==> src/inc/ext_irq_pkg.sv <==
// package: register map, field positions, reset values and state codes
// for the external interrupt pin logic behind an apb slave port.
// assumes a 32-bit apb bus with byte addresses and one word per register.
package ext_irq_pkg;

    localparam int unsigned ADDR_W = 8;
    localparam int unsigned DATA_W = 32;

    // register byte offsets
    localparam logic [7:0] OFS_STATUS_CONTROL = 8'h00;
    localparam logic [7:0] OFS_GLOBAL_MASK    = 8'h04;
    localparam logic [7:0] OFS_EVENT_STATUS   = 8'h08;
    localparam logic [7:0] OFS_EVENT_MASK     = 8'h0c;
    localparam logic [7:0] OFS_PIN_STATE      = 8'h10;

    // ext_int_status_control fields
    localparam int unsigned BIT_MODE    = 0;
    localparam int unsigned BIT_LMASK   = 1;
    localparam int unsigned BIT_ACK     = 2;
    localparam int unsigned BIT_PENDING = 3;

    // global mask register fields
    localparam int unsigned BIT_GMASK = 0;

    // event status / event mask fields
    localparam int unsigned EVT_W         = 4;
    localparam int unsigned EVT_LATCHED   = 0;
    localparam int unsigned EVT_PIN_FALL  = 1;
    localparam int unsigned EVT_VEC_FETCH = 2;
    localparam int unsigned EVT_SW_ACK    = 3;

    // reset values
    localparam logic       RST_MODE       = 1'b0;
    localparam logic       RST_LMASK      = 1'b0;
    localparam logic       RST_GMASK      = 1'b1;
    localparam logic       RST_PIN_IDLE   = 1'b1;
    localparam logic [3:0] RST_EVENT_MASK = 4'h0;

    typedef enum logic [0:0]
    {
        APB_WAIT  = 1'b0,
        APB_READY = 1'b1
    } apb_state_t;

endpackage : ext_irq_pkg

==> src/rtl/pin_fall_detect.sv <==
// falling edge and low level detection on one synchronous active-low pin.
// assumes the pin is already synchronous to pclk.
`timescale 1ns/100ps
module pin_fall_detect
    import ext_irq_pkg::*;
(
    // clock and reset
    input  wire logic clk,
    input  wire logic rst_n,
    // pin
    input  wire logic pin,
    // detection
    output logic      fall,
    output logic      low,
    output logic      pin_prev
);

    logic prev_reg;

    always_ff @(posedge clk or negedge rst_n)
    begin
        if (!rst_n)
            prev_reg <= RST_PIN_IDLE;
        else
            prev_reg <= pin;
    end

    assign fall     = prev_reg & ~pin;
    assign low      = ~pin;
    assign pin_prev = prev_reg;

endmodule : pin_fall_detect

==> src/rtl/sticky_bits.sv <==
// a vector of sticky flags: hardware sets, clear vector clears.
// a set arriving in the same cycle as its clear wins.
`timescale 1ns/100ps
module sticky_bits #(
    parameter int unsigned WIDTH = 1
)
(
    // clock and reset
    input  wire logic             clk,
    input  wire logic             rst_n,
    // set and clear
    input  wire logic [WIDTH-1:0] set,
    input  wire logic [WIDTH-1:0] clr,
    // flags
    output logic      [WIDTH-1:0] flags
);

    logic [WIDTH-1:0] flags_reg;
    logic [WIDTH-1:0] flags_next;

    always_comb
    begin
        flags_next = (flags_reg & ~clr) | set;
    end

    always_ff @(posedge clk or negedge rst_n)
    begin
        if (!rst_n)
            flags_reg <= '0;
        else
            flags_reg <= flags_next;
    end

    assign flags = flags_reg;

endmodule : sticky_bits

==> src/rtl/ext_irq_pin.sv <==
// external interrupt pin logic: request latch, local and global masking,
// status/control register and a sticky event interrupt, all behind apb.
// assumes irq_n, vector_fetch and the instruction strobes are synchronous
// to pclk, and that the strobes are one-cycle pulses.
//
// Design decisions made here: the APB slave port and the address map.
`timescale 1ns/100ps
module ext_irq_pin
    import ext_irq_pkg::*;
(
    // apb clock and reset
    input  wire logic              pclk,
    input  wire logic              presetn,
    // apb slave
    input  wire logic              psel,
    input  wire logic              penable,
    input  wire logic              pwrite,
    input  wire logic [ADDR_W-1:0] paddr,
    input  wire logic [DATA_W-1:0] pwdata,
    input  wire logic [3:0]        pstrb,
    output logic      [DATA_W-1:0] prdata,
    output logic                   pready,
    output logic                   pslverr,
    // external pin, active low
    input  wire logic              irq_n,
    // processor side
    input  wire logic              vector_fetch,
    input  wire logic              clear_mask_instruction,
    input  wire logic              set_mask_instruction,
    output logic                   irq_request,
    output logic                   global_mask,
    // event interrupt
    output logic                   event_irq
);

    // state
    apb_state_t       apb_state_reg;
    logic [DATA_W-1:0] prdata_reg;
    logic             pslverr_reg;
    logic             mode_reg;
    logic             lmask_reg;
    logic             gmask_reg;
    logic [EVT_W-1:0] evt_mask_reg;
    logic             irq_request_reg;
    logic             event_irq_reg;

    // combinational
    logic             pin_fall;
    logic             pin_low;
    logic             pin_prev;
    logic             latch_set;
    logic             latch_clr;
    logic             latch_q;
    logic             access;
    logic             wr_done;
    logic             rd_phase;
    logic             addr_ok;
    logic             lane0;
    logic             sw_ack;
    logic [DATA_W-1:0] rd_data;
    logic [EVT_W-1:0] evt_set;
    logic [EVT_W-1:0] evt_clr;
    logic [EVT_W-1:0] evt_flags;

    // pin detection
    pin_fall_detect u_detect
    (
        .clk      (pclk),
        .rst_n    (presetn),
        .pin      (irq_n),
        .fall     (pin_fall),
        .low      (pin_low),
        .pin_prev (pin_prev)
    );

    // apb decode
    assign access  = psel & penable;
    assign wr_done = access & pwrite & (apb_state_reg == APB_READY) & ~pslverr_reg;
    assign rd_phase = access & ~pwrite & (apb_state_reg == APB_WAIT);
    assign lane0   = pstrb[0];

    always_comb
    begin
        addr_ok = 1'b0;
        if (paddr[1:0] == 2'b00)
        begin
            case (paddr)
                OFS_STATUS_CONTROL: addr_ok = 1'b1;
                OFS_GLOBAL_MASK:    addr_ok = 1'b1;
                OFS_EVENT_STATUS:   addr_ok = 1'b1;
                OFS_EVENT_MASK:     addr_ok = 1'b1;
                OFS_PIN_STATE:      addr_ok = 1'b1;
                default:            addr_ok = 1'b0;
            endcase
        end
    end

    // software acknowledge: write 1 to the ack bit
    assign sw_ack = wr_done & lane0 & (paddr == OFS_STATUS_CONTROL)
                    & pwdata[BIT_ACK];

    // request latch: falling edge, or low level in level mode
    assign latch_set = pin_fall
                       | (mode_reg & pin_low);
    assign latch_clr = vector_fetch | sw_ack;

    // set wins over clear, so a level request re-latches while the pin stays low
    sticky_bits #(
        .WIDTH (1)
    ) u_latch
    (
        .clk   (pclk),
        .rst_n (presetn),
        .set   (latch_set),
        .clr   (latch_clr),
        .flags (latch_q)
    );

    // apb handshake: one wait cycle, then pready for one cycle
    always_ff @(posedge pclk or negedge presetn)
    begin
        if (!presetn)
            apb_state_reg <= APB_WAIT;
        else
        begin
            case (apb_state_reg)
                APB_WAIT:
                    if (access)
                        apb_state_reg <= APB_READY;
                APB_READY:
                    apb_state_reg <= APB_WAIT;
                default:
                    apb_state_reg <= APB_WAIT;
            endcase
        end
    end

    // error answer for unmapped or misaligned addresses
    always_ff @(posedge pclk or negedge presetn)
    begin
        if (!presetn)
            pslverr_reg <= 1'b0;
        else if (access && apb_state_reg == APB_WAIT)
            pslverr_reg <= ~addr_ok;
        else
            pslverr_reg <= 1'b0;
    end

    // read mux
    always_comb
    begin
        rd_data = '0;
        case (paddr)
            OFS_STATUS_CONTROL:
            begin
                rd_data[BIT_MODE]    = mode_reg;
                rd_data[BIT_LMASK]   = lmask_reg;
                rd_data[BIT_ACK]     = 1'b0;
                rd_data[BIT_PENDING] = latch_q;
            end
            OFS_GLOBAL_MASK:
                rd_data[BIT_GMASK] = gmask_reg;
            OFS_EVENT_STATUS:
                rd_data[EVT_W-1:0] = evt_flags;
            OFS_EVENT_MASK:
                rd_data[EVT_W-1:0] = evt_mask_reg;
            OFS_PIN_STATE:
                rd_data[0] = pin_prev;
            default:
                rd_data = '0;
        endcase
    end

    always_ff @(posedge pclk or negedge presetn)
    begin
        if (!presetn)
            prdata_reg <= '0;
        else if (rd_phase && addr_ok)
            prdata_reg <= rd_data;
        else if (rd_phase)
            prdata_reg <= '0;
    end

    // sensitivity select
    always_ff @(posedge pclk or negedge presetn)
    begin
        if (!presetn)
            mode_reg <= RST_MODE;
        else if (wr_done && lane0 && paddr == OFS_STATUS_CONTROL)
            mode_reg <= pwdata[BIT_MODE];
    end

    // local request mask; pending flag bit is not writable
    always_ff @(posedge pclk or negedge presetn)
    begin
        if (!presetn)
            lmask_reg <= RST_LMASK;
        else if (wr_done && lane0 && paddr == OFS_STATUS_CONTROL)
            lmask_reg <= pwdata[BIT_LMASK];
    end

    // global interrupt mask of the condition code register
    always_ff @(posedge pclk or negedge presetn)
    begin
        if (!presetn)
            gmask_reg <= RST_GMASK;
        else if (set_mask_instruction || vector_fetch)
            gmask_reg <= 1'b1;
        else if (clear_mask_instruction)
            gmask_reg <= 1'b0;
    end

    // request to the priority logic
    always_ff @(posedge pclk or negedge presetn)
    begin
        if (!presetn)
            irq_request_reg <= 1'b0;
        else
            irq_request_reg <= latch_q & ~latch_clr
                               & ~lmask_reg
                               & ~gmask_reg;
    end

    // event flags, write one to clear
    assign evt_set[EVT_LATCHED]   = latch_set & ~latch_q;
    assign evt_set[EVT_PIN_FALL]  = pin_fall;
    assign evt_set[EVT_VEC_FETCH] = vector_fetch & latch_q;
    assign evt_set[EVT_SW_ACK]    = sw_ack & latch_q;

    assign evt_clr = (wr_done && lane0 && paddr == OFS_EVENT_STATUS) ?
                     pwdata[EVT_W-1:0] : '0;

    sticky_bits #(
        .WIDTH (EVT_W)
    ) u_events
    (
        .clk   (pclk),
        .rst_n (presetn),
        .set   (evt_set),
        .clr   (evt_clr),
        .flags (evt_flags)
    );

    always_ff @(posedge pclk or negedge presetn)
    begin
        if (!presetn)
            evt_mask_reg <= RST_EVENT_MASK;
        else if (wr_done && lane0 && paddr == OFS_EVENT_MASK)
            evt_mask_reg <= pwdata[EVT_W-1:0];
    end

    always_ff @(posedge pclk or negedge presetn)
    begin
        if (!presetn)
            event_irq_reg <= 1'b0;
        else
            event_irq_reg <= |(evt_flags & evt_mask_reg);
    end

    // outputs
    assign prdata      = prdata_reg;
    assign pready      = (apb_state_reg == APB_READY);
    assign pslverr     = pslverr_reg;
    assign irq_request = irq_request_reg;
    assign global_mask = gmask_reg;
    assign event_irq   = event_irq_reg;

endmodule : ext_irq_pin

==> config.mk <==
export PLATFORM = sky130hd
export DESIGN_NAME = ext_irq_pin
export DESIGN_NICKNAME = d
export VERILOG_FILES = /design/src/inc/ext_irq_pkg.sv /design/src/rtl/pin_fall_detect.sv /design/src/rtl/sticky_bits.sv /design/src/rtl/ext_irq_pin.sv
export SDC_FILE = /design/constraint.sdc
export NUM_CORES = 1
export LEC_CHECK = 0
export BUFFER_PORTS_ARGS = -buffer_cell sky130_fd_sc_hd__clkbuf_2
export CORE_UTILIZATION = 43
export DETAILED_ROUTE_END_ITERATION = 6
export HOLD_SLACK_MARGIN = 0.08
export PLACE_DENSITY = 0.85
export SLEW_MARGIN = 30
export SYNTH_ARGS = -nofsm -noshare
export SYNTH_HDL_FRONTEND = slang
export SYNTH_SLANG_ARGS = --single-unit
==> constraint.sdc <==
create_clock -name pclk -period 3.65 [get_ports pclk]
set_input_delay 0.9125 -clock pclk [delete_from_list [all_inputs] [get_ports pclk]]
set_output_delay 0.9125 -clock pclk [all_outputs]
set_load 0.01 [all_outputs]
==> results_tabular.tex <==
\begin{tabular}{lr}
\hline
Metric & Value \\
\hline
\multicolumn{2}{l}{\textbf{Synth}} \\
\quad Post-Synthesis Cells & 119 \\
\quad Sequential cell area fraction in the yosys report & 43.37\% \\
\quad Distinct cell type count after synthesis & 34 \\
\quad Number of synthesized flops with an enable pin & 0 \\
\quad Main flop type after synthesis & sky130\_fd\_sc\_hd\_\_dfrtp\_1 \\
\quad Syn avg cell area & 10.23 µm² \\
\quad Total standard cell area after synthesis & 0.001217 mm² \\
\quad Share of flip-flops with an asynchronous set or reset after synthesis & 100.0\% \\
\quad Total of flip-flops plus latches after synthesis & 21 \\
\quad Count of warnings emitted by yosys & 0 \\
\multicolumn{2}{l}{\textbf{Timing}} \\
\quad Final-report max-slew violation count & 0 \\
\quad Final hold viol count & 0 \\
\quad Least-Margin Pin Slew & 0.5147 ns \\
\quad RSZ-0062 raised after global routing & no \\
\quad Skew final & 0.004136 ns \\
\quad Summed negative setup slack over all endpoints & 0 ns \\
\quad Endpoints failing setup & 0 \\
\quad Crit share post-route & 58.47\% \\
\quad Worst slew margin relative to its limit & 65.69\% \\
\quad F\_max & 0.4686 GHz \\
\quad WHS & 0.4925 ns \\
\quad Final critical delay including setup and external delays & 2.134 ns \\
\multicolumn{2}{l}{\textbf{Pwr}} \\
\quad Logic pwr share & 13.5\% \\
\quad Internal Power & 295.9 µW \\
\quad Leakage dissipation & 0.0006817 µW \\
\quad Max VDD drop & 0.0002388 V \\
\quad Total power per unit cell area & 310.5 mW/mm² \\
\quad Pwr Total & 407.6 µW \\
\quad P\_sw & 111.7 µW \\
\quad Sw frac & 27.40\% \\
\quad Clock Power Share & 27.3\% \\
\quad Sequential share of power & 59.1\% \\
\multicolumn{2}{l}{\textbf{Drt}} \\
\quad Length of the first detailed-routing pass in iterations & 3 \\
\quad Vias after detailed routing & 866 \\
\quad Remaining antenna violation count & 0 \\
\quad Via density per instance & 4.838 \\
\quad DR DRC count & 0 \\
\quad Final WL & 2271 µm \\
\quad Drt initial violations & 13 \\
\quad Mean routed wirelength per cell & 12.69 µm \\
\multicolumn{2}{l}{\textbf{Clock tree}} \\
\quad CTS Sinks & 21 \\
\quad Clock tree root buffer cell & sky130\_fd\_sc\_hd\_\_clkbuf\_4 \\
\quad Worst-Skew Late Latency & 0.30 ns \\
\quad Number of hold buffers added after CTS & 0 \\
\quad Gates resized, CTS repair & 0 \\
\quad Largest buffer count on any clock path & 2 \\
\quad Maximum level of the CTS H-tree & 1 \\
\quad Total clock buffers created by CTS & 3 \\
\quad Clock-pin slew on the worst setup and hold paths & 0.11 ns \\
\quad CTS tree & built \\
\quad Post-CTS Setup Inserts & 0 \\
\multicolumn{2}{l}{\textbf{Floorplanning}} \\
\quad Chip width & 55.21 µm \\
\quad Top-level port count & 90 \\
\quad Die Span Y & 55.21 µm \\
\quad Number of placement rows & 18 \\
\quad Placeable core region & 0.002567 mm² \\
\quad Die ar. & 0.003048 mm² \\
\quad Starting Density & 47.42\% \\
\multicolumn{2}{l}{\textbf{Global routing}} \\
\quad Via count of the first global-routing pass & 857 \\
\quad Grt total ovfl & 0 \\
\quad Number of antenna violations at the first check in global routing & 0 \\
\quad Maximum number of pins on one net before global-route repair & 22 \\
\quad Total global routing track utilization & 15.99\% \\
\quad Wire length of the first global-routing pass & 3836 µm \\
\multicolumn{2}{l}{\textbf{Setup path}} \\
\quad Critical Path Fanout Max & 4 \\
\quad Cell depth of the worst setup path & 5 \\
\quad Setup crit end kind & register \\
\quad List of cells traversed by the critical path & clkbuf\_2 -> or3\_1 -> or2\_4 -> nor4b\_4 -> mux2\_1 \\
\quad Delay contributed by the slowest stage of the critical path & 0.43 ns \\
\quad Category of the most critical setup path & input pin to register \\
\quad Depth of the worst register-to-register path & 4 \\
\quad Type of origin of the critical path & input pin \\
\quad Slowest CP cell & sky130\_fd\_sc\_hd\_\_or3\_1 \\
\quad Worst Path Buf+Inv & 1 \\
\quad Kind of cell with the highest combined delay on the critical path & simple AND/OR/NAND/NOR gates \\
\quad Worst endpoint required time & 3.85 ns \\
\quad Arr. time, crit path & 2.33 ns \\
\multicolumn{2}{l}{\textbf{Place}} \\
\quad HPWL after detailed placement & 1864 µm \\
\quad Number of placed cells counting well taps & 175 \\
\quad Buffers added on ports & 30 \\
\quad RD Place Congestion & 0.8703 \\
\multicolumn{2}{l}{\textbf{Outcome}} \\
\quad Status & complete, no violations \\
\multicolumn{2}{l}{\textbf{Finish}} \\
\quad Final Core Density & 51.12\% \\
\quad Layout filler cell count & 246 \\
\quad Share of final-layout standard cells stronger than drive strength 1 & 30.20\% \\
\quad Number of antenna repair diodes & 0 \\
\quad Number of nets in the finished design & 203 \\
\quad Area growth, synth to finish & 7.811\% \\
\quad Count of placed standard cells in the final layout, fillers left out & 179 \\
\multicolumn{2}{l}{\textbf{Run}} \\
\quad Reported max-cap violation count & 0 \\
\multicolumn{2}{l}{\textbf{Worst hold path}} \\
\quad Hold Crit Depth & 2 \\
\quad Path type of the worst min-delay path & register to register \\
\hline
\end{tabular}
## placed cells by master (no fill, tap or decap), drive strengths merged, types with 2 or more instances in the layout
cell,count
a21boi,2
a22o,2
a22oi,2
a31oi,2
clkbuf,33
conb,28
dfrtp,19
dfstp,2
inv,2
mux2,7
mux2i,4
nand2,9
nand4b,2
nor2,7
nor3,2
nor4,3
o21ai,6
o31ai,2
or3,3
## worst min-delay path, cell delays in order, from the launching register on
cell and delay [ns]:
sky130_fd_sc_hd__dfrtp_1 0.36, sky130_fd_sc_hd__nand2_1 0.05, sky130_fd_sc_hd__o31ai_1 0.05
## cells in the mapped netlist, drive strengths merged, types with 2 or more instances
library cell	n	area (µm²)
a21boi	2	15.01
a22o	2	17.52
a22oi	2	15.01
a31oi	2	12.51
buf	28	210.2
clkbuf	3	11.26
dfrtp	19	475.5
dfstp	2	52.55
inv	2	7.510
mux2	7	78.82
mux2i	4	40.04
nand2	9	33.78
nand4b	2	17.52
nor2	7	26.28
nor3	2	10.01
nor4	3	25.02
o21ai	6	30.03
o31ai	2	15.01
or3	3	23.77
## routing by layer
layer	routed length [µm]	global-route usage [%]
met1	961	19.48
met2	1156	27.37
met3	104	3.513
met4	48	6.429
met5	0	0
## kinds of logic after synthesis
family | synth area share (%)
mux | 9.763
buf+inv | 18.81
compound gates | 10.69
flops | 43.37
simple gates | 17.06
other cells | 0.3080
## through the flow
step	setup WS [ns]	instance area (µm²)
2_1_floorplan	1.340	1319
3_3_place_gp	1.192	1285
3_5_place_dp	1.175	1285
4_1_cts	1.511	1313
5_1_grt	1.483	1313
6_report	1.516	1313
## layout make-up
| type | count | area (µm²) | area share, % |
|---|---|---|---|
| Tap cell | 30 | 37.54 | 2.860 |
| Clock inverter | 1 | 5.005 | 0.3813 |
| Timing Repair Buffer | 30 | 150.1 | 11.44 |
| Multi-Input combinational cell | 92 | 561.8 | 42.80 |
| Clock buffer | 3 | 22.52 | 1.716 |
| Sequential cell | 21 | 528.0 | 40.23 |
| Inverter | 2 | 7.507 | 0.5720 |
## power groups by stage
stage	logic (µW)	clock network (µW)	registers, µW
detailed placement	54.9	0	245
floorplan	51.5	0	246
global route	61.6	127	242
finish	55.2	111	241
CTS	54.9	115	241
global placement	52.8	0	245
## path summary, 6_finish.rpt
kind | end | slack [ns] | start
max | lmask_reg$_DFFE_PN0N_ | 1.52 | paddr[1]
max in group asynchronous | u_detect.pin_prev$_DFF_PN1_ | 2.74 | presetn
min reg2reg | prdata[1]$_DFFE_PN0P_ | 0.49 | prdata[1]$_DFFE_PN0P_
min in group asynchronous | irq_request$_DFF_PN0_ | 0.55 | presetn
min | prdata[1]$_DFFE_PN0P_ | 0.49 | prdata[1]$_DFFE_PN0P_
max reg2reg | u_events.flags[3]$_DFF_PN0_ | 2.11 | pslverr$_DFF_PN0_
(Power assumes the default switching activity.)
